$ cat src/hw/i2c_seq_cfg.svh
// constants for the two-wire master sequencing host: offsets, bit positions, status codes
`ifndef I2C_SEQ_CFG_SVH
`define I2C_SEQ_CFG_SVH

// device register port offsets
`define DEV_OFS_DATA   3'h2
`define DEV_OFS_CTL    3'h3
`define DEV_OFS_STAT   3'h4

// control_reg bit positions
`define CTL_ACK_BIT    2
`define CTL_FLAG_BIT   3
`define CTL_STOP_BIT   4
`define CTL_START_BIT  5

// first byte of a 10-bit address carries this header above a9:a8
`define TENBIT_HDR     5'h1e

// status codes read back from status_code_reg
`define ST_START       8'h08
`define ST_RESTART     8'h10
`define ST_AW_ACK      8'h18
`define ST_AW_NACK     8'h20
`define ST_D_ACK       8'h28
`define ST_D_NACK      8'h30
`define ST_ARB         8'h38
`define ST_AR_ACK      8'h40
`define ST_AR_NACK     8'h48
`define ST_RX_ACK      8'h50
`define ST_RX_NACK     8'h58
`define ST_SLV_W       8'h68
`define ST_GCALL       8'h78
`define ST_SLV_R       8'hb0
`define ST_A2_ACK      8'hd0
`define ST_A2_NACK     8'hd8
`define ST_IDLE        8'hf8

// own register map on the AXI4-Lite side
`define AXIL_AW        4
`define AXIL_OFS_CMD   4'h0
`define AXIL_OFS_STAT  4'h4
`define AXIL_OKAY      2'h0
`define AXIL_SLVERR    2'h2

`endif

$ cat src/hw/i2c_seq_pkg.sv
// types shared by the sequencing host and its register slave
`include "i2c_seq_cfg.svh"
package i2c_seq_pkg;

  typedef enum logic [2:0] {
    OP_START, OP_ADDR, OP_ADDR2, OP_SEND, OP_RECV, OP_STOP, OP_STOP_START, OP_RELEASE
  } op_t;

  typedef enum logic [2:0] {
    PH_IDLE, PH_CTL_WR, PH_POLL_RQ, PH_POLL_CHK, PH_STAT_RQ, PH_STAT_CHK, PH_DATA_RQ,
    PH_DATA_CHK
  } phase_t;

  typedef struct packed {
    logic [13:0] rsvd;
    logic [9:0]  arg;
    logic [1:0]  pad;
    logic        rd;
    logic        ten;
    logic        ack;
    op_t         op;
  } cmd_word_t;

  typedef struct packed {
    logic [12:0] rsvd;
    logic        refused;
    logic        busy;
    logic        tenbit_open;
    logic [7:0]  rx_data;
    logic [7:0]  code;
  } status_word_t;

  typedef struct packed {
    logic       rd;
    logic       wr;
    logic [2:0] addr;
    logic [7:0] wdata;
  } dev_req_t;

  typedef struct packed {
    phase_t     ph;
    cmd_word_t  cmd;
    logic [7:0] ctl_val;
    dev_req_t   dev;
    logic [7:0] code;
    logic [7:0] rx;
    logic       busy;
    logic       refused;
    logic       tenbit_open;
  } host_st_t;

  typedef struct packed {
    logic                awready;
    logic                wready;
    logic                arready;
    logic                aw_got;
    logic                w_got;
    logic [`AXIL_AW-1:0] awaddr;
    logic [31:0]         wdata;
    logic [3:0]          wstrb;
    logic                bvalid;
    logic [1:0]          bresp;
    logic                rvalid;
    logic [1:0]          rresp;
    logic [31:0]         rdata;
    logic [31:0]         cmd;
    logic                cmd_pulse;
  } axil_st_t;

endpackage : i2c_seq_pkg

$ cat src/hw/i2c_seq_axil.sv
// AXI4-Lite slave holding the command word and presenting the status word
`timescale 1ns/100ps
`include "i2c_seq_cfg.svh"
module i2c_seq_axil (
  input  wire logic                     sys_clk,
  input  wire logic                     rst_b,
  input  wire logic [`AXIL_AW-1:0]      s_axi_awaddr,
  input  wire logic                     s_axi_awvalid,
  output logic                          s_axi_awready,
  input  wire logic [31:0]              s_axi_wdata,
  input  wire logic [3:0]               s_axi_wstrb,
  input  wire logic                     s_axi_wvalid,
  output logic                          s_axi_wready,
  output logic [1:0]                    s_axi_bresp,
  output logic                          s_axi_bvalid,
  input  wire logic                     s_axi_bready,
  input  wire logic [`AXIL_AW-1:0]      s_axi_araddr,
  input  wire logic                     s_axi_arvalid,
  output logic                          s_axi_arready,
  output logic [31:0]                   s_axi_rdata,
  output logic [1:0]                    s_axi_rresp,
  output logic                          s_axi_rvalid,
  input  wire logic                     s_axi_rready,
  output logic                          cmd_valid,
  output i2c_seq_pkg::cmd_word_t        cmd_word,
  input  wire i2c_seq_pkg::status_word_t status_word
);
  i2c_seq_pkg::axil_st_t s;
  i2c_seq_pkg::axil_st_t next_s;

  always_comb begin
    next_s = s;
    next_s.cmd_pulse = 1'h0;
    if (s.awready && s_axi_awvalid) begin
      next_s.aw_got  = 1'h1;
      next_s.awaddr  = s_axi_awaddr;
      next_s.awready = 1'h0;
    end
    if (s.wready && s_axi_wvalid) begin
      next_s.w_got  = 1'h1;
      next_s.wdata  = s_axi_wdata;
      next_s.wstrb  = s_axi_wstrb;
      next_s.wready = 1'h0;
    end
    // response only once both halves are in, whichever came first
    if (next_s.aw_got && next_s.w_got && !s.bvalid) begin
      next_s.aw_got = 1'h0;
      next_s.w_got  = 1'h0;
      next_s.bvalid = 1'h1;
      next_s.bresp  = `AXIL_OKAY;
      if (next_s.awaddr == `AXIL_OFS_CMD) begin
        for (int i = 0; i < 4; i++) begin
          if (next_s.wstrb[i]) begin
            next_s.cmd[i*8 +: 8] = next_s.wdata[i*8 +: 8];
          end
        end
        next_s.cmd_pulse = 1'h1;
      end else if (next_s.awaddr != `AXIL_OFS_STAT) begin
        next_s.bresp = `AXIL_SLVERR;
      end
    end
    if (s.bvalid && s_axi_bready) begin
      next_s.bvalid  = 1'h0;
      next_s.awready = 1'h1;
      next_s.wready  = 1'h1;
    end
    if (s.arready && s_axi_arvalid) begin
      next_s.arready = 1'h0;
      next_s.rvalid  = 1'h1;
      next_s.rresp   = `AXIL_OKAY;
      next_s.rdata   = 32'h0000_0000;
      if (s_axi_araddr == `AXIL_OFS_CMD) begin
        next_s.rdata = s.cmd;
      end else if (s_axi_araddr == `AXIL_OFS_STAT) begin
        next_s.rdata = status_word;
      end else begin
        next_s.rresp = `AXIL_SLVERR;
      end
    end
    if (s.rvalid && s_axi_rready) begin
      next_s.rvalid  = 1'h0;
      next_s.arready = 1'h1;
    end
  end

  always_ff @(posedge sys_clk) begin
    if (!rst_b) begin
      s         <= '0;
      s.awready <= 1'h1;
      s.wready  <= 1'h1;
      s.arready <= 1'h1;
    end else begin
      s <= next_s;
    end
  end

  assign s_axi_awready = s.awready;
  assign s_axi_wready  = s.wready;
  assign s_axi_bresp   = s.bresp;
  assign s_axi_bvalid  = s.bvalid;
  assign s_axi_arready = s.arready;
  assign s_axi_rdata   = s.rdata;
  assign s_axi_rresp   = s.rresp;
  assign s_axi_rvalid  = s.rvalid;
  assign cmd_valid     = s.cmd_pulse;
  assign cmd_word      = s.cmd;
endmodule : i2c_seq_axil

$ cat src/hw/i2c_seq_host.sv
// host that drives the two-wire controller's register port one bus step per command
//
// Added by the designer: register access over AXI4-Lite and the address map.
`timescale 1ns/100ps
`include "i2c_seq_cfg.svh"
module i2c_seq_host (
  input  wire logic                sys_clk,
  input  wire logic                rst_b,
  input  wire logic [`AXIL_AW-1:0] s_axi_awaddr,
  input  wire logic                s_axi_awvalid,
  output logic                     s_axi_awready,
  input  wire logic [31:0]         s_axi_wdata,
  input  wire logic [3:0]          s_axi_wstrb,
  input  wire logic                s_axi_wvalid,
  output logic                     s_axi_wready,
  output logic [1:0]               s_axi_bresp,
  output logic                     s_axi_bvalid,
  input  wire logic                s_axi_bready,
  input  wire logic [`AXIL_AW-1:0] s_axi_araddr,
  input  wire logic                s_axi_arvalid,
  output logic                     s_axi_arready,
  output logic [31:0]              s_axi_rdata,
  output logic [1:0]               s_axi_rresp,
  output logic                     s_axi_rvalid,
  input  wire logic                s_axi_rready,
  output i2c_seq_pkg::dev_req_t    dev_req,
  input  wire logic [7:0]          dev_rdata
);
  i2c_seq_pkg::host_st_t     s;
  i2c_seq_pkg::host_st_t     next_s;
  logic                      cmd_valid;
  i2c_seq_pkg::cmd_word_t    cmd_word;
  i2c_seq_pkg::status_word_t status_word;

  always_comb begin
    status_word             = '0;
    status_word.refused     = s.refused;
    status_word.busy        = s.busy;
    status_word.tenbit_open = s.tenbit_open;
    status_word.rx_data     = s.rx;
    status_word.code        = s.code;
  end

  i2c_seq_axil regs (
    .sys_clk       (sys_clk),
    .rst_b         (rst_b),
    .s_axi_awaddr  (s_axi_awaddr),
    .s_axi_awvalid (s_axi_awvalid),
    .s_axi_awready (s_axi_awready),
    .s_axi_wdata   (s_axi_wdata),
    .s_axi_wstrb   (s_axi_wstrb),
    .s_axi_wvalid  (s_axi_wvalid),
    .s_axi_wready  (s_axi_wready),
    .s_axi_bresp   (s_axi_bresp),
    .s_axi_bvalid  (s_axi_bvalid),
    .s_axi_bready  (s_axi_bready),
    .s_axi_araddr  (s_axi_araddr),
    .s_axi_arvalid (s_axi_arvalid),
    .s_axi_arready (s_axi_arready),
    .s_axi_rdata   (s_axi_rdata),
    .s_axi_rresp   (s_axi_rresp),
    .s_axi_rvalid  (s_axi_rvalid),
    .s_axi_rready  (s_axi_rready),
    .cmd_valid     (cmd_valid),
    .cmd_word      (cmd_word),
    .status_word   (status_word)
  );

  always_comb begin
    logic [7:0] byte_out;
    logic [7:0] ctl;
    logic       refuse;
    logic       stop_op;
    byte_out    = 8'h00;
    ctl         = 8'h00;
    refuse      = 1'h0;
    stop_op     = (cmd_word.op == i2c_seq_pkg::OP_STOP) ||
                  (cmd_word.op == i2c_seq_pkg::OP_STOP_START);
    next_s      = s;
    next_s.dev.rd = 1'h0;
    next_s.dev.wr = 1'h0;
    // flag bit stays 0: every control write is also the flag clear
    ctl[`CTL_START_BIT] = (cmd_word.op == i2c_seq_pkg::OP_START) ||
                          (cmd_word.op == i2c_seq_pkg::OP_STOP_START);
    ctl[`CTL_STOP_BIT]  = stop_op;
    ctl[`CTL_ACK_BIT]   = cmd_word.ack;
    case (cmd_word.op)
      i2c_seq_pkg::OP_ADDR: begin
        if (cmd_word.ten) begin
          byte_out = {`TENBIT_HDR, cmd_word.arg[9:8], cmd_word.rd};
        end else begin
          byte_out = {cmd_word.arg[6:0], cmd_word.rd};
        end
      end
      i2c_seq_pkg::OP_ADDR2,
      i2c_seq_pkg::OP_SEND: byte_out = cmd_word.arg[7:0];
      default:              byte_out = 8'h00;
    endcase
    // a 10-bit read only after the full address went out in write direction
    if (cmd_word.op == i2c_seq_pkg::OP_ADDR && cmd_word.ten && cmd_word.rd &&
        !s.tenbit_open) begin
      refuse = 1'h1;
    end
    // stopping right after an acknowledged byte would leave the slave driving data
    if (stop_op && s.code == `ST_RX_ACK) begin
      refuse = 1'h1;
    end
    case (s.ph)
      i2c_seq_pkg::PH_IDLE: begin
        if (cmd_valid && refuse) begin
          next_s.refused = 1'h1;
        end else if (cmd_valid) begin
          next_s.refused = 1'h0;
          next_s.busy    = 1'h1;
          next_s.cmd     = cmd_word;
          next_s.ctl_val = ctl;
          next_s.ph      = i2c_seq_pkg::PH_CTL_WR;
          if (cmd_word.op == i2c_seq_pkg::OP_ADDR || cmd_word.op == i2c_seq_pkg::OP_ADDR2 ||
              cmd_word.op == i2c_seq_pkg::OP_SEND) begin
            next_s.dev.wr    = 1'h1;
            next_s.dev.addr  = `DEV_OFS_DATA;
            next_s.dev.wdata = byte_out;
          end
        end
      end
      i2c_seq_pkg::PH_CTL_WR: begin
        next_s.dev.wr    = 1'h1;
        next_s.dev.addr  = `DEV_OFS_CTL;
        next_s.dev.wdata = s.ctl_val;
        if (s.cmd.op == i2c_seq_pkg::OP_RELEASE) begin
          next_s.busy = 1'h0;
          next_s.ph   = i2c_seq_pkg::PH_IDLE;
        end else begin
          next_s.ph = i2c_seq_pkg::PH_POLL_RQ;
        end
      end
      i2c_seq_pkg::PH_POLL_RQ: begin
        next_s.dev.rd   = 1'h1;
        next_s.dev.addr = `DEV_OFS_CTL;
        next_s.ph       = i2c_seq_pkg::PH_POLL_CHK;
      end
      i2c_seq_pkg::PH_POLL_CHK: begin
        // the device self-clears its stop bit instead of raising the flag
        if (s.cmd.op == i2c_seq_pkg::OP_STOP ? !dev_rdata[`CTL_STOP_BIT]
                                            : dev_rdata[`CTL_FLAG_BIT]) begin
          next_s.ph = i2c_seq_pkg::PH_STAT_RQ;
        end else begin
          next_s.ph = i2c_seq_pkg::PH_POLL_RQ;
        end
      end
      i2c_seq_pkg::PH_STAT_RQ: begin
        next_s.dev.rd   = 1'h1;
        next_s.dev.addr = `DEV_OFS_STAT;
        next_s.ph       = i2c_seq_pkg::PH_STAT_CHK;
      end
      i2c_seq_pkg::PH_STAT_CHK: begin
        next_s.code = dev_rdata;
        if (dev_rdata == `ST_A2_ACK) begin
          next_s.tenbit_open = 1'h1;
        end else if (dev_rdata == `ST_ARB || dev_rdata == `ST_IDLE ||
                     s.cmd.op == i2c_seq_pkg::OP_STOP) begin
          next_s.tenbit_open = 1'h0;
        end
        if (s.cmd.op == i2c_seq_pkg::OP_RECV) begin
          next_s.ph = i2c_seq_pkg::PH_DATA_RQ;
        end else begin
          next_s.busy = 1'h0;
          next_s.ph   = i2c_seq_pkg::PH_IDLE;
        end
      end
      i2c_seq_pkg::PH_DATA_RQ: begin
        next_s.dev.rd   = 1'h1;
        next_s.dev.addr = `DEV_OFS_DATA;
        next_s.ph       = i2c_seq_pkg::PH_DATA_CHK;
      end
      i2c_seq_pkg::PH_DATA_CHK: begin
        next_s.rx   = dev_rdata;
        next_s.busy = 1'h0;
        next_s.ph   = i2c_seq_pkg::PH_IDLE;
      end
      default: next_s.ph = i2c_seq_pkg::PH_IDLE;
    endcase
    // a command while busy is dropped, never queued
    if (cmd_valid && s.ph != i2c_seq_pkg::PH_IDLE) begin
      next_s.refused = 1'h1;
    end
  end

  always_ff @(posedge sys_clk) begin
    if (!rst_b) begin
      s      <= '0;
      s.code <= `ST_IDLE;
    end else begin
      s <= next_s;
    end
  end

  assign dev_req = s.dev;

  property p_reset_code;
    @(posedge sys_clk) $rose(rst_b) |-> s.code == `ST_IDLE && !s.busy;
  endproperty
  a_reset_code: assert property (p_reset_code) else $error("status not F8h after reset");

  property p_hold_while_flag;
    @(posedge sys_clk) disable iff (!rst_b)
      s.ph == i2c_seq_pkg::PH_POLL_CHK && s.cmd.op != i2c_seq_pkg::OP_STOP &&
      !dev_rdata[`CTL_FLAG_BIT] |-> !s.dev.wr ##1 s.ph == i2c_seq_pkg::PH_POLL_RQ;
  endproperty
  a_hold_while_flag: assert property (p_hold_while_flag)
    else $error("advanced without flag");

  property p_read_addr_lsb;
    @(posedge sys_clk) disable iff (!rst_b)
      s.ph == i2c_seq_pkg::PH_IDLE && cmd_valid && cmd_word.op == i2c_seq_pkg::OP_ADDR &&
      !cmd_word.ten |=> s.dev.wr && s.dev.addr == `DEV_OFS_DATA &&
      s.dev.wdata[0] == $past(cmd_word.rd) ##1 s.dev.wr && s.dev.addr == `DEV_OFS_CTL &&
      !s.dev.wdata[`CTL_FLAG_BIT];
  endproperty
  a_read_addr_lsb: assert property (p_read_addr_lsb) else $error("address lsb wrong");

  property p_tenbit_read_refused;
    @(posedge sys_clk) disable iff (!rst_b)
      s.ph == i2c_seq_pkg::PH_IDLE && cmd_valid && cmd_word.op == i2c_seq_pkg::OP_ADDR &&
      cmd_word.ten && cmd_word.rd && !s.tenbit_open |=> s.refused && !s.busy && !s.dev.wr;
  endproperty
  a_tenbit_read_refused: assert property (p_tenbit_read_refused)
    else $error("10-bit read");

  property p_stop_after_ack_refused;
    @(posedge sys_clk) disable iff (!rst_b)
      s.ph == i2c_seq_pkg::PH_IDLE && cmd_valid && s.code == `ST_RX_ACK &&
      cmd_word.op == i2c_seq_pkg::OP_STOP |=> s.refused ##1 !s.dev.wr;
  endproperty
  a_stop_after_ack_refused: assert property (p_stop_after_ack_refused)
    else $error("stop on 50h");

  property p_stop_waits_clear;
    @(posedge sys_clk) disable iff (!rst_b)
      s.ph == i2c_seq_pkg::PH_POLL_CHK && s.cmd.op == i2c_seq_pkg::OP_STOP &&
      dev_rdata[`CTL_STOP_BIT] |=> s.ph == i2c_seq_pkg::PH_POLL_RQ && s.busy;
  endproperty
  a_stop_waits_clear: assert property (p_stop_waits_clear) else $error("stop left early");

  property p_both_bits;
    @(posedge sys_clk) disable iff (!rst_b)
      s.dev.wr && s.dev.addr == `DEV_OFS_CTL && s.cmd.op == i2c_seq_pkg::OP_STOP_START |->
      s.dev.wdata[`CTL_STOP_BIT] && s.dev.wdata[`CTL_START_BIT] && !s.dev.wdata[`CTL_FLAG_BIT];
  endproperty
  a_both_bits: assert property (p_both_bits) else $error("stop-start bits wrong");

  property p_ack_choice;
    @(posedge sys_clk) disable iff (!rst_b)
      s.dev.wr && s.dev.addr == `DEV_OFS_CTL |->
      s.dev.wdata[`CTL_ACK_BIT] == s.cmd.ack &&
      s.dev.wdata[`CTL_START_BIT] == (s.cmd.op == i2c_seq_pkg::OP_START ||
                                      s.cmd.op == i2c_seq_pkg::OP_STOP_START);
  endproperty
  a_ack_choice: assert property (p_ack_choice) else $error("control byte wrong");

  property p_release_idles;
    @(posedge sys_clk) disable iff (!rst_b)
      s.ph == i2c_seq_pkg::PH_CTL_WR && s.cmd.op == i2c_seq_pkg::OP_RELEASE |=>
      s.ph == i2c_seq_pkg::PH_IDLE && !s.busy && s.dev.wr;
  endproperty
  a_release_idles: assert property (p_release_idles) else $error("release did not idle");

  property p_recv_data;
    @(posedge sys_clk) disable iff (!rst_b)
      s.ph == i2c_seq_pkg::PH_DATA_CHK |=> s.rx == $past(dev_rdata) && !s.busy;
  endproperty
  a_recv_data: assert property (p_recv_data) else $error("received byte lost");

  property p_busy_drops;
    @(posedge sys_clk) disable iff (!rst_b)
      s.ph != i2c_seq_pkg::PH_IDLE && cmd_valid
      |=> s.refused && s.cmd == $past(s.cmd);
  endproperty
  a_busy_drops: assert property (p_busy_drops)
    else $error("command taken while busy");

  property p_stop_closes_tenbit;
    @(posedge sys_clk) disable iff (!rst_b)
      s.ph == i2c_seq_pkg::PH_STAT_CHK &&
      s.cmd.op == i2c_seq_pkg::OP_STOP |=> !s.tenbit_open;
  endproperty
  a_stop_closes_tenbit: assert property (p_stop_closes_tenbit)
    else $error("10-bit mode left open");

  property p_ctl_clears_flag;
    @(posedge sys_clk) disable iff (!rst_b)
      s.dev.wr && s.dev.addr == `DEV_OFS_CTL |->
      !s.dev.wdata[`CTL_FLAG_BIT];
  endproperty
  a_ctl_clears_flag: assert property (p_ctl_clears_flag)
    else $error("flag not cleared");

  property p_cov_recv;
    @(posedge sys_clk) disable iff (!rst_b) s.ph == i2c_seq_pkg::PH_DATA_CHK;
  endproperty
  c_cov_recv: cover property (p_cov_recv);

  property p_cov_tenbit;
    @(posedge sys_clk) disable iff (!rst_b) $rose(s.tenbit_open);
  endproperty
  c_cov_tenbit: cover property (p_cov_tenbit);

  property p_cov_refused;
    @(posedge sys_clk) disable iff (!rst_b) $rose(s.refused);
  endproperty
  c_cov_refused: cover property (p_cov_refused);

  property p_cov_stop;
    @(posedge sys_clk) disable iff (!rst_b)
      s.ph == i2c_seq_pkg::PH_POLL_CHK && s.cmd.op == i2c_seq_pkg::OP_STOP;
  endproperty
  c_cov_stop: cover property (p_cov_stop);

  property p_cov_drop;
    @(posedge sys_clk) disable iff (!rst_b)
      s.ph != i2c_seq_pkg::PH_IDLE && cmd_valid;
  endproperty
  c_cov_drop: cover property (p_cov_drop);
endmodule : i2c_seq_host

$ cat config.mk
export PLATFORM = sky130hd
export DESIGN_NAME = i2c_seq_host
export DESIGN_NICKNAME = d
export VERILOG_FILES = /design/src/hw/i2c_seq_pkg.sv /design/src/hw/i2c_seq_axil.sv /design/src/hw/i2c_seq_host.sv
export VERILOG_INCLUDE_DIRS = /design/src /design/src/hw
export SDC_FILE = /design/constraint.sdc
export NUM_CORES = 1
export LEC_CHECK = 0
export ABC_AREA = 1
export BUFFER_PORTS_ARGS = -buffer_cell sky130_fd_sc_hd__buf_2
export CAP_MARGIN = 25
export CORE_MARGIN = 1
export CORE_UTILIZATION = 25
export CTS_CLUSTER_DIAMETER = 60
export DETAILED_ROUTE_END_ITERATION = 10
export PLACE_DENSITY = 0.48
export SLEW_MARGIN = 15
export SYNTH_ARGS = -nofsm -noshare
export SYNTH_HDL_FRONTEND = slang
export SYNTH_SLANG_ARGS = --single-unit
$ cat constraint.sdc
create_clock -name sys_clk -period 1.6 [get_ports sys_clk]
set_clock_uncertainty 0.05 [all_clocks]
set_input_delay 0.08 -clock sys_clk [delete_from_list [all_inputs] [get_ports sys_clk]]
set_output_delay 0.08 -clock sys_clk [all_outputs]
set_load 0.01 [all_outputs]
* Yosys cells after proc, flatten, opt, wreduce, memory -nomap -nowiden
Cells that the tools add are included.
Cells by class: bitwise gates (word level) 2, multiplexer cells 39, equal/unequal tests 26, reductions and logical operators 51
Operator list (count):
- 43-bit 2-to-1 mux | 2
- 12-bit 2-to-1 mux | 3
- 36-bit 2-to-1 mux | 1
- 32-bit 2-to-1 mux | 1
- 8-bit one-hot mux with 2 select lines | 2
- 3-bit == test, second input constant | 9
- 3-bit one-hot mux with 8 select lines | 1
- 19-bit 2-to-1 mux | 1
- 8-bit == test, second input constant | 2
- 1-bit 2-to-1 mux | 15
- 3-bit AND reduction | 5
- 1-bit logical AND | 13
- 3-bit by 2-bit == test with 1-bit output, second input constant | 4
- 2-bit 2-to-1 mux | 6
- 3-bit one-hot mux with 4 select lines | 1
- 2-bit OR reduction | 5
- 8-bit by 6-bit == test with 1-bit output, second input constant | 1
- 8-bit by 7-bit == test with 1-bit output, second input constant | 1
- 4-bit logical NOT | 2
- 8-bit 2-to-1 mux | 1
- 2-bit != test, second input constant | 4
- 2-bit AND reduction | 4
- 4-bit AND reduction | 2
- 4-bit nonzero test | 2
- other kinds (16) | 30
Storage, ports and cells: input bits 59, output and inout bits 54, bits in registers 186

* Depth between registers and ports, before layout
Gate-level depths: netlist of run 1.
word-level depth 10, mapped depth 11

* Hierarchy
Synthesis of run 1 repeated with hierarchy kept, for this count alone.
Unflattened totals: cell total of the unflattened synthesis 1057, area, all modules 7696.1 µm²
Modules (own cells, without submodules):
- i2c_seq_axil | cells an instance 753, times used 1, area an instance 5594.1 µm²
- i2c_seq_host | cells an instance 304, times used 1, area an instance 2102.0 µm²

* Worst setup path after synthesis of run 1
No wires, ideal clock.
kind register to register, from register regs.s (netlist bit regs.s_axi_awready), to register regs.s (netlist bit regs.cmd_word[0]), period minus slack after synthesis 1.476 ns, arrival time 1.315 ns, cell stages (with the launch flop) 10, setup slack 0.124 ns, buffers on the path 0, data required time 1.439 ns, library setup time 0.111 ns, path through dfxtp_1 nand2_4 o21ai_2 nand2_2 nor2_4 nand2_4 nor2_4 nand2_1 nand2_1 nor2_2
On the way: word-level cells in the longest chain between the ends 5, elaborated cells on any way between the ends 7, classes of those cells 2 x mux; 5 x reduce/logical
Ends and longest elaborated chain:
- start: declaration | line i2c_seq_axil.sv:28 | i2c_seq_pkg::axil_st_t s;
- start signal: assignment | line i2c_seq_axil.sv:93 | s <= next_s;
- 1-bit logical AND * | line i2c_seq_axil.sv:34 | if (s.awready && s_axi_awvalid) begin
- 1-bit 2-to-1 mux | line i2c_seq_axil.sv:34
- 1-bit logical AND (2 in series) | line i2c_seq_axil.sv:46 | if (next_s.aw_got && next_s.w_got && !s.bvalid) begin
- 3-bit AND reduction (no source line) *
Mark *: on every way between the ends. The rest lies on a longest branch, timed or not. A chain may end at the register's enable or synchronous reset.

* Worst setup path in the final report of run 1
from register regs.s (netlist bit regs.cmd_word[0]), to register s (netlist bit dev_req[4])
On the way: word-level cells in the longest chain between the ends 9, elaborated cells on any way between the ends 24, classes of those cells 7 x eq/ne; 7 x mux; 10 x reduce/logical
Ends and longest elaborated chain:
- branches (longest 9 deep; another with 12-bit 2-to-1 mux)
- end signal: assignment | line i2c_seq_host.sv:194 | s <= next_s;
- end: declaration | line i2c_seq_host.sv:29 | i2c_seq_pkg::host_st_t s;
Several ways; the timed one is not identified. The select of a mux whose other input is x is not followed.

==> results of run 1 <==
==> flip-flops by register name, summed over array words and instances (netlist names) <==
name                flops
s                      28
regs.s_axi_rdata       32
regs.s_axi_wready       1
regs.s_axi_rresp        1
regs.cmd_word          32
dev_req                13
regs.s_axi_bresp        1
regs.s_axi_bvalid       1
regs.s                 42
regs.cmd_valid          1
regs.s_axi_arready      1
regs.s_axi_rvalid       1
regs.s_axi_awready      1
==> layer usage <==
| layer | track usage | vias to the layer above |
|---|---|---|
| met3 | 0.0250 | 12 |
| li1 | - | 3110 |
| met4 | 0.0391 | 0 |
| met5 | 0 | - |
| met1 | 0.188 | 2654 |
| met2 | 0.210 | 102 |
==> worst min path at each step <==
stage                 start                               to  slack, ns  cells after the start
2_1_floorplan  dev_rdata[4]               s[15]$_SDFFE_PN1P_       0.16                      2
3_3_place_gp   s_axi_rready  regs.s_axi_arready$_SDFFE_PP1P_       0.26                      3
3_5_place_dp   s_axi_rready  regs.s_axi_arready$_SDFFE_PP1P_       0.27                      3
4_1_cts               rst_b               s[16]$_SDFFE_PN1P_       0.10                      3
5_1_grt               rst_b               s[16]$_SDFFE_PN1P_       0.13                      3
6_report              rst_b            regs.s[84]$_SDFF_PN0_       0.12                      3
==> cells by family (layout without fill, tap and decap cells) <==
logic type,after synthesis,in the layout,synth area share
buffers and inverters,219,378,0.148
AOI/OAI and AO/OA,119,119,0.108
other,1,2,0.000540
DFF,155,155,0.447
muxes,36,36,0.0519
and+or+nand+nor,376,380,0.243
xor gates and xnor gates,1,1,0.00126
==> cells in the final DEF (no fill, tap or decap), drive strengths merged <==
cell         netlist  layout
a211o              1       1
a21boi             1       1
a21oi             25      25
a31oi              1       1
a32oi             13      13
a41oi              1       1
buf               67     158
bufinv             0       1
clkbuf            17      17
clkinv             0       6
clkinvlp           0       2
conb               1       2
dfxtp            155     155
dlygate4sd3        0      53
inv              135     141
mux2i             36      36
nand2            192     192
nand3             22      22
nand3b             2       2
nand4              4       4
nor2             149     153
nor3               5       5
o211ai             4       4
o21a               2       2
o21ai             50      50
o221ai            19      19
o22ai              1       1
o31ai              1       1
or2                2       2
xnor2              1       1
==> power by group through the flow <==
stage                     clock (uW)  combinational [uW]  sequential [uW]
after CTS                       4350                1170             4120
after global placement             0                1020             4200
after detailed placement           0                1020             4200
after global routing            4530                1320             4130
after floorplan                    0                 709             4190
final                           4230                1180             4110
==> through the flow <==
stage	cell area, um2	cells	util	setup slack [ns]
floorplan	6950	908	-	0.124
global placement	7810	1346	0.288	-0.00457
detailed placement	7810	1346	0.288	-0.0220
CTS	9050	1436	0.334	-0.0233
global route	9210	1443	0.340	-0.118
finish	9210	1443	0.340	0.0386
==> worst min-delay path: stages <==
cell and delay (ns):
buf_2 0.12, inv_2 0.20, nor2_1 0.15
==> timing repair <==
| action | CTS | global route |
|---|---|---|
| hold buffers | 53 | 0 |
| cloned | 4 | 0 |
| hold endpoints to repair | 77 | 0 |
| endpoints found under the setup margin | 25 | 49 |
| setup buffers | 1 | 7 |
| pin swaps | 7 | 14 |
| gates resized for setup | 11 | 30 |
==> synth_stat cells (all sizes together), types with 2 or more instances <==
cell,number,share of area
o21ai,50,0.037
buf,67,0.065
a32oi,13,0.016
mux2i,36,0.052
nand3,22,0.020
a21oi,25,0.018
dfxtp,155,0.45
nand2,192,0.11
inv,135,0.074
nand4,4,0.0036
o21a,2,0.0022
o221ai,19,0.024
or2,2,0.0018
clkbuf,17,0.0092
nand3b,2,0.0022
nor3,5,0.0059
nor2,149,0.10
o211ai,4,0.0043
==> final cells by class <==
class | count | area share
Clock buffer | 17 | 0.0462
Clock inverter | 15 | 0.0217
Inverter | 135 | 0.0564
Multi-Input combinational cell | 538 | 0.322
Sequential cell | 155 | 0.338
Tap cell | 372 | 0.0505
Timing Repair Buffer | 211 | 0.165
==> flow_summary.json, run 1 <==
{
  "outcome": "complete, no violations",
  "power_density_nw_per_um2": 1030,
  "highest_layer": "met4",
  "cp_top_family": "simple AND/OR/NAND/NOR gates",
  "synth_seq_cells": 155,
  "cts.sinks": 155,
  "pwr-share-comb": 0.124,
  "synth_edf_count": 0,
  "swShare": 0.285,
  "synth_warnings": 0,
  "wl_per_cell_um": 12.8,
  "start_util": 0.256,
  "cp_slowest_cell": "dfxtp_4",
  "syn_area_per_cell_um2": 7.66,
  "htreeDepth": 4,
  "gp_congestion": 0.786,
  "wl_um": 18500,
  "rows": 60,
  "worst-path-stages": 10,
  "seq_area_frac_synth": 0.447,
  "grt_first_pass_wirelength_um": 29900,
  "synth_cells": 907,
  "synth.distinct_cells": 41,
  "antenna_found_initial": 0,
  "overflow": 0,
  "endpoint": "dev_req[4]$_SDFFE_PN0P_",
  "fin_tns_setup_ns": 0,
  "clkLatencyLatePin_ns": 0.43,
  "rrSetupSlack_ns": 0.04,
  "synthArstFlopShare": 0,
  "final_nets": 1117,
  "grt_pass1_vias": 5705,
  "cp_num_buf_inv": 3,
  "die_w_um": 169,
  "met1_length_um": 9530,
  "worstReg2RegStart": "regs.cmd_word[0]$_SDFFE_PN0P_",
  "vias": 5878,
  "finalSetupViolCount": 0,
  "path_class": "flip-flop to flip-flop",
  "final_layout_size_suffix_gt1_frac": 0.263,
  "p_int_uw": 6820,
  "cts_buffers": 17,
  "track_usage": 0.135,
  "p_clk_frac": 0.444,
  "die_area_um2": 28400,
  "die_h_um": 169,
  "grt_max_degree": 79,
  "worstPathCellList": "buf_6 -> nor2_4 -> nor3_2 -> inv_1 -> nor2_4 -> buf_4 -> nand3_2 -> nand2_1 -> nor2_1 -> nor2_1",
  "hold_viol": 0,
  "p_leak_uw": 0.00423,
  "synth_ff_type": "dfxtp_1",
  "cp-start-kind": "flip-flop",
  "firstDrtPassIters": 4,
  "synthesis.area_um2": 6940,
  "ant_nets": 0,
  "min_period_ns": 1.56,
  "maxCapViolations": 0,
  "met3_length_um": 586,
  "multi_input_area_um2": 2970,
  "io_buffers": 110,
  "hp-class": "primary input to flip-flop",
  "required_ns": 1.92,
  "clkTransAtPathRegs_ns": 0.07,
  "cts_buffer_depth": 2,
  "p_seq_frac": 0.432,
  "fin_crit_sh": 0.976,
  "p_switching_uw": 2710,
  "cts_root_buf": "clkbuf_16",
  "tritoncts": "yes",
  "n_fill_cell": 2922,
  "cp.arrival_ns": 1.88,
  "rsz0062_at_grt": "yes",
  "drtIter0Drc": 390,
  "area_growth_pct": 32.6,
  "met2_length_um": 8180,
  "power_uw": 9530,
  "antenna_cells": 0,
  "cp-startpoint": "regs.cmd_word[0]$_SDFFE_PN0P_",
  "max_freq_mhz": 640,
  "core_um2": 27100,
  "slew_violations": 0,
  "vdd_drop_max_v": 0.000611,
  "worstReg2RegEnd": "dev_req[4]$_SDFFE_PN0P_",
  "hold_ws_ns": 0.117,
  "route.detailed.drc": 0,
  "rr_worst_depth": 10,
  "cp-end-kind": "flip-flop",
  "via_per_inst": 4.07,
  "final-seq-area_um2": 3120,
  "io_pins": 113,
  "slowest_delay_ns": 0.37,
  "hpwl_um": 13200,
  "cp_max_fo": 6
}
No activity file was read; power rests on OpenSTA's default activity.
==> run 2: changes to the inputs <==
--- a/config.mk
+++ b/config.mk
@@ -9,11 +9,13 @@
 export ABC_AREA = 1
 export BUFFER_PORTS_ARGS = -buffer_cell sky130_fd_sc_hd__buf_2
 export CAP_MARGIN = 25
+export CELL_PAD_IN_SITES_DETAIL_PLACEMENT = 1
+export CELL_PAD_IN_SITES_GLOBAL_PLACEMENT = 2
 export CORE_MARGIN = 1
 export CORE_UTILIZATION = 25
 export CTS_CLUSTER_DIAMETER = 60
 export DETAILED_ROUTE_END_ITERATION = 10
-export PLACE_DENSITY = 0.48
+export PLACE_DENSITY = 0.7
 export SLEW_MARGIN = 15
 export SYNTH_ARGS = -nofsm -noshare
 export SYNTH_HDL_FRONTEND = slang
==> run 2 against run 1 <==
The flow now finishes with violations (negative setup slack). Non-clock buffer count is 9 higher. Worst setup slack got worse by 0.059 ns. Critical path depth up 1. Critical path type unchanged. Core utilization is 0.44 points higher. Maximum frequency fell by 3.7%. Hold slack got worse by 0.070 ns. Routed wire length up 9.9%. Critical endpoint is now regs.cmd_word[0]$_SDFFE_PN0P_. Clock-buffer cell count stayed put. First-iteration DRC count fell by 35%.
==> flow_summary.json, run 2 (synthesized netlist as in run 1, its figures left out) <==
{
  "io_pins": 113,
  "gp_congestion": 0.767,
  "power_density_nw_per_um2": 1010,
  "cts_root_buf": "clkbuf_16",
  "max_freq_mhz": 617,
  "grt_first_pass_wirelength_um": 32900,
  "slowest_delay_ns": 0.37,
  "cp_slowest_cell": "dfxtp_4",
  "cts_buffers": 17,
  "worstPathCellList": "nand2_4 -> nand2_2 -> o21ai_4 -> nand2_2 -> nor2_4 -> nand2_8 -> nor2_4 -> clkbuf_16 -> nand2_1 -> nand2_1 -> nor2_2",
  "rr_worst_depth": 11,
  "grt_max_degree": 68,
  "core_um2": 27100,
  "p_leak_uw": 0.00425,
  "die_area_um2": 28400,
  "fin_tns_setup_ns": -0.112,
  "hpwl_um": 14500,
  "maxCapViolations": 0,
  "clkTransAtPathRegs_ns": 0.08,
  "vdd_drop_max_v": 0.000476,
  "ant_nets": 0,
  "cp-start-kind": "flip-flop",
  "grt_pass1_vias": 6188,
  "placed_cells": 1355,
  "htreeDepth": 4,
  "min_period_ns": 1.62,
  "route.detailed.drc": 0,
  "via_per_inst": 4.20,
  "hp-class": "primary input to flip-flop",
  "clkLatencyLatePin_ns": 0.43,
  "cp-end-kind": "flip-flop",
  "antenna_cells": 0,
  "met1_length_um": 10000,
  "met2_length_um": 9460,
  "fin_crit_sh": 1.01,
  "outcome": "complete, but fails checks",
  "cts.sinks": 155,
  "finalSetupViolCount": 12,
  "die_w_um": 169,
  "path_class": "flip-flop to flip-flop",
  "vias": 6105,
  "cp_max_fo": 8,
  "tritoncts": "yes",
  "highest_layer": "met4",
  "final_cells": 1452,
  "overflow": 0,
  "firstDrtPassIters": 5,
  "met3_length_um": 557,
  "setup_ws_ns": -0.0209,
  "final_nets": 1126,
  "hold_viol": 0,
  "slew_violations": 0,
  "wl_per_cell_um": 14.0,
  "rows": 60,
  "cts_buffer_depth": 2,
  "layout_common_cells": "nand2_1, dfxtp_1, inv_1, buf_2, nor2_1",
  "regMostFlops": "regs.s",
  "io_buffers": 110,
  "wl_um": 20300,
  "antenna_found_initial": 0,
  "largest_reg_flops": 42,
  "required_ns": 1.88,
  "die_h_um": 169,
  "track_usage": 0.148,
  "drtIter0Drc": 255,
  "final_common_cell": "nand2_1",
  "rsz0062_at_grt": "yes",
  "final_layout_size_suffix_gt1_frac": 0.294,
  "cp.arrival_ns": 1.90,
  "start_util": 0.256,
  "violations": "negative setup slack",
  "hold_depth": 4,
  "area_growth_pct": 34.4
}
[run 2: cell types whose count changed in the layout (fill, tap and decap cells not counted), moves of 5 or more]
cell	before	now
o21ai_1	5	12
nand2_1	182	162
inv_2	3	8
inv_1	127	122
buf_4	40	45
nand2_2	7	26
o21ai_0	43	36
[run 2: repair_timing]
item | CTS | global route
endpoints found under the setup margin | 36 | 53
resized for setup | 27 | 49
endpoints found under the hold margin | 77 | 0
hold buffers | 55 | 0
pin swaps | 17 | 23
cloned | 4 | 1
buffers inserted | 3 | 2
[run 2: stage by stage]
step	hold slack [ns]	util	setup WS, ns	total power, uW	area [um2]
CTS	0.00752	0.338	-0.0624	9550	9150
global route	0.0541	0.344	-0.130	9890	9330
global placement	0.267	0.291	-0.0698	5230	7880
floorplan	0.160	-	0.124	4900	6950
finish	0.0470	0.344	-0.0209	9430	9330
detailed placement	0.276	0.291	-0.135	5250	7880
[run 2: report_power, final]
group          switching, uW  internal [uW]  total, uW
clock network           1990           2110       4090
registers               85.5           4030       4120
logic                    683            530       1210
total                   2760           6670       9430
[run 2: final timing paths]
| check | slack [ns] | to | startpoint |
|---|---|---|---|
| worst min register to register | 0.40 | s[34]$_SDFFE_PN0P_ | regs.cmd_word[3]$_SDFFE_PN0P_ |
| worst min-delay path | 0.05 | regs.s[112]$_SDFF_PP0_ | s_axi_awvalid |
| worst max register to register | -0.02 | regs.cmd_word[0]$_SDFFE_PN0P_ | regs.s_axi_awready$_SDFFE_PP1P_ |
| worst max-delay path | -0.02 | regs.cmd_word[0]$_SDFFE_PN0P_ | regs.s_axi_awready$_SDFFE_PP1P_ |
[run 2: metal layers]
metal	GRT usage	vias up
met2	0.244	89
met5	0	-
li1	-	3125
met1	0.197	2874
met3	0.0260	17
met4	0.0415	0
[run 2: critical path, delay by kind of cell (launching register included)]
family | cells | cell delay, ns
flops | 1 | 0.37
simple gates | 9 | 0.87
buf+inv | 1 | 0.16
compound gates | 1 | 0.06
[run 2: area by class of cell]
class / count / area [um2]
clock inverter: 15 / 168
tap: 372 / 465
fill: 3292 / 17800
multi-input combinational: 538 / 3010
timing repair buffer: 220 / 1620
inverter: 135 / 527
clock buffer: 17 / 425
sequential: 155 / 3120
==> run 3: changes to the inputs <==
--- a/config.mk
+++ b/config.mk
@@ -12,10 +12,10 @@
 export CELL_PAD_IN_SITES_DETAIL_PLACEMENT = 1
 export CELL_PAD_IN_SITES_GLOBAL_PLACEMENT = 2
 export CORE_MARGIN = 1
-export CORE_UTILIZATION = 25
+export CORE_UTILIZATION = 32
 export CTS_CLUSTER_DIAMETER = 60
 export DETAILED_ROUTE_END_ITERATION = 10
-export PLACE_DENSITY = 0.7
+export PLACE_DENSITY = 0.85
 export SLEW_MARGIN = 15
 export SYNTH_ARGS = -nofsm -noshare
 export SYNTH_HDL_FRONTEND = slang
==> run 3 against run 2 <==
The run still ends with negative setup slack left. Sequential power is essentially flat. Hold slack lost 0.013 ns. Clock-buffer cell count grew 1. Global-route usage grew 3.3 points. Critical path depth shrank 1. Cell area shrank 1.7%. Final cell count shrank 6.5%. Power grew 2.8%. Critical endpoint is now regs.cmd_word[9]$_SDFFE_PN0P_. Largest cell class unchanged.
==> flow_summary.json, run 3 (synthesized netlist as in run 1, its figures left out) <==
{
  "outcome": "complete, but fails checks",
  "violations": "negative setup slack",
  "path_class": "flip-flop to flip-flop",
  "grt_max_degree": 79,
  "drtIter0Drc": 202,
  "wl_per_cell_um": 14.4,
  "via_per_inst": 4.54,
  "power_density_nw_per_um2": 1060,
  "htreeDepth": 4,
  "final_cells": 1357,
  "core_um2": 21200,
  "die_area_um2": 22300,
  "wl_um": 19600,
  "cp_max_fo": 6,
  "antenna_found_initial": 0,
  "min_period_ns": 1.65,
  "antenna_cells": 0,
  "rsz0062_at_grt": "yes",
  "final_nets": 1128,
  "final_layout_size_suffix_gt1_frac": 0.274,
  "power_uw": 9690,
  "design_area_um2": 9170,
  "firstDrtPassIters": 4,
  "maxCapViolations": 0,
  "fin_crit_sh": 1.03,
  "cp.arrival_ns": 1.92,
  "cts_buffer_depth": 2,
  "start_util": 0.328,
  "track_usage": 0.181,
  "hpwl_um": 13200,
  "io_buffers": 110,
  "vias": 6166,
  "vdd_drop_max_v": 0.000525,
  "grt_first_pass_wirelength_um": 31300,
  "placed_cells": 1253,
  "tritoncts": "yes",
  "finalSetupViolCount": 12,
  "clkLatencyLatePin_ns": 0.44,
  "rows": 53,
  "cts_buffers": 17,
  "cp-start-kind": "flip-flop",
  "clkTransAtPathRegs_ns": 0.07,
  "largest_reg_flops": 42,
  "placed_area_um2": 7710,
  "cts_root_buf": "clkbuf_16",
  "max_freq_mhz": 608,
  "die_w_um": 149,
  "cp-end-kind": "flip-flop",
  "io_pins": 113,
  "area_growth_pct": 32.1,
  "die_h_um": 149,
  "overflow": 0,
  "hp-class": "primary input to flip-flop",
  "route.detailed.drc": 0,
  "ant_nets": 0,
  "cts.sinks": 155,
  "p_leak_uw": 0.00432,
  "slew_violations": 0,
  "final_common_cell": "nand2_1",
  "regMostFlops": "regs.s",
  "hold_viol": 0,
  "layout_common_cells": "nand2_1, dfxtp_1, inv_1, buf_2, nor2_1",
  "required_ns": 1.88,
  "grt_pass1_vias": 6202,
  "setup_ws_ns": -0.0454,
  "gp_congestion": 0.800
}
## run 3: area by class of cell
type / count / area (um2)
clock buffers: 18 / 429
clock inverters: 14 / 196
fillers: 2566 / 12000
inverters: 135 / 514
multi-input cells: 536 / 2950
flip-flops and latches: 155 / 3120
well taps: 275 / 344
repair buffers: 224 / 1620
## run 3: path summary, 6_finish.rpt
kind	slack, ns	start	endpoint	depth (start not counted)
max	-0.05	regs.s_axi_awready$_SDFFE_PP1P_	regs.cmd_word[9]$_SDFFE_PN0P_	10
min	0.03	s_axi_wvalid	regs.s[111]$_SDFF_PP0_	5
max reg2reg	-0.05	regs.s_axi_awready$_SDFFE_PP1P_	regs.cmd_word[9]$_SDFFE_PN0P_	10
min reg2reg	0.40	dev_req[9]$_SDFFE_PN0P_	dev_req[9]$_SDFFE_PN0P_	2
## run 3: per-stage QoR
| stage | hold WS (ns) | util | TNS (ns) | setup slack, ns |
|---|---|---|---|---|
| after global routing | 0.0459 | 0.434 | -3.27 | -0.140 |
| final | 0.0343 | 0.434 | -0.229 | -0.0454 |
| after floorplan | 0.160 | - | 0 | 0.124 |
| after detailed placement | 0.272 | 0.364 | -0.684 | -0.0567 |
| after global placement | 0.267 | 0.364 | 0 | 0.0260 |
| after CTS | 0.00594 | 0.424 | 0 | 0.00127 |
## run 3: report_power, final
part	internal, uW	switching, uW	leakage, uW
logic	527	672	0.00275
clock network	2530	1840	0.000308
registers	4040	85.7	0.00127
## run 3: what timing repair did
action / 4_1_cts / 5_1_grt
endpoints found under the setup margin: 33 / 53
pin swaps: 5 / 31
gates resized for setup: 7 / 50
hold buffers: 53 / 0
cloned: 1 / 1
endpoints found under the hold margin: 71 / 0
setup buffers: 9 / 9
## run 3: critical path: stages (launching register included)
cell,delay [ns]
dfxtp_4,0.38
nand2_4,0.09
o21ai_4,0.15
nand2_2,0.08
nor2_4,0.13
nand2_4,0.12
nor2_4,0.22
buf_6,0.14
nand2_1,0.05
nand2_1,0.08
nor2_2,0.04
## run 3: metal layers
layer  global-route usage  share of wire
met5                    0              0
met4               0.0531          0.017
met3               0.0385          0.033
met2                0.303           0.47
met1                0.233           0.48
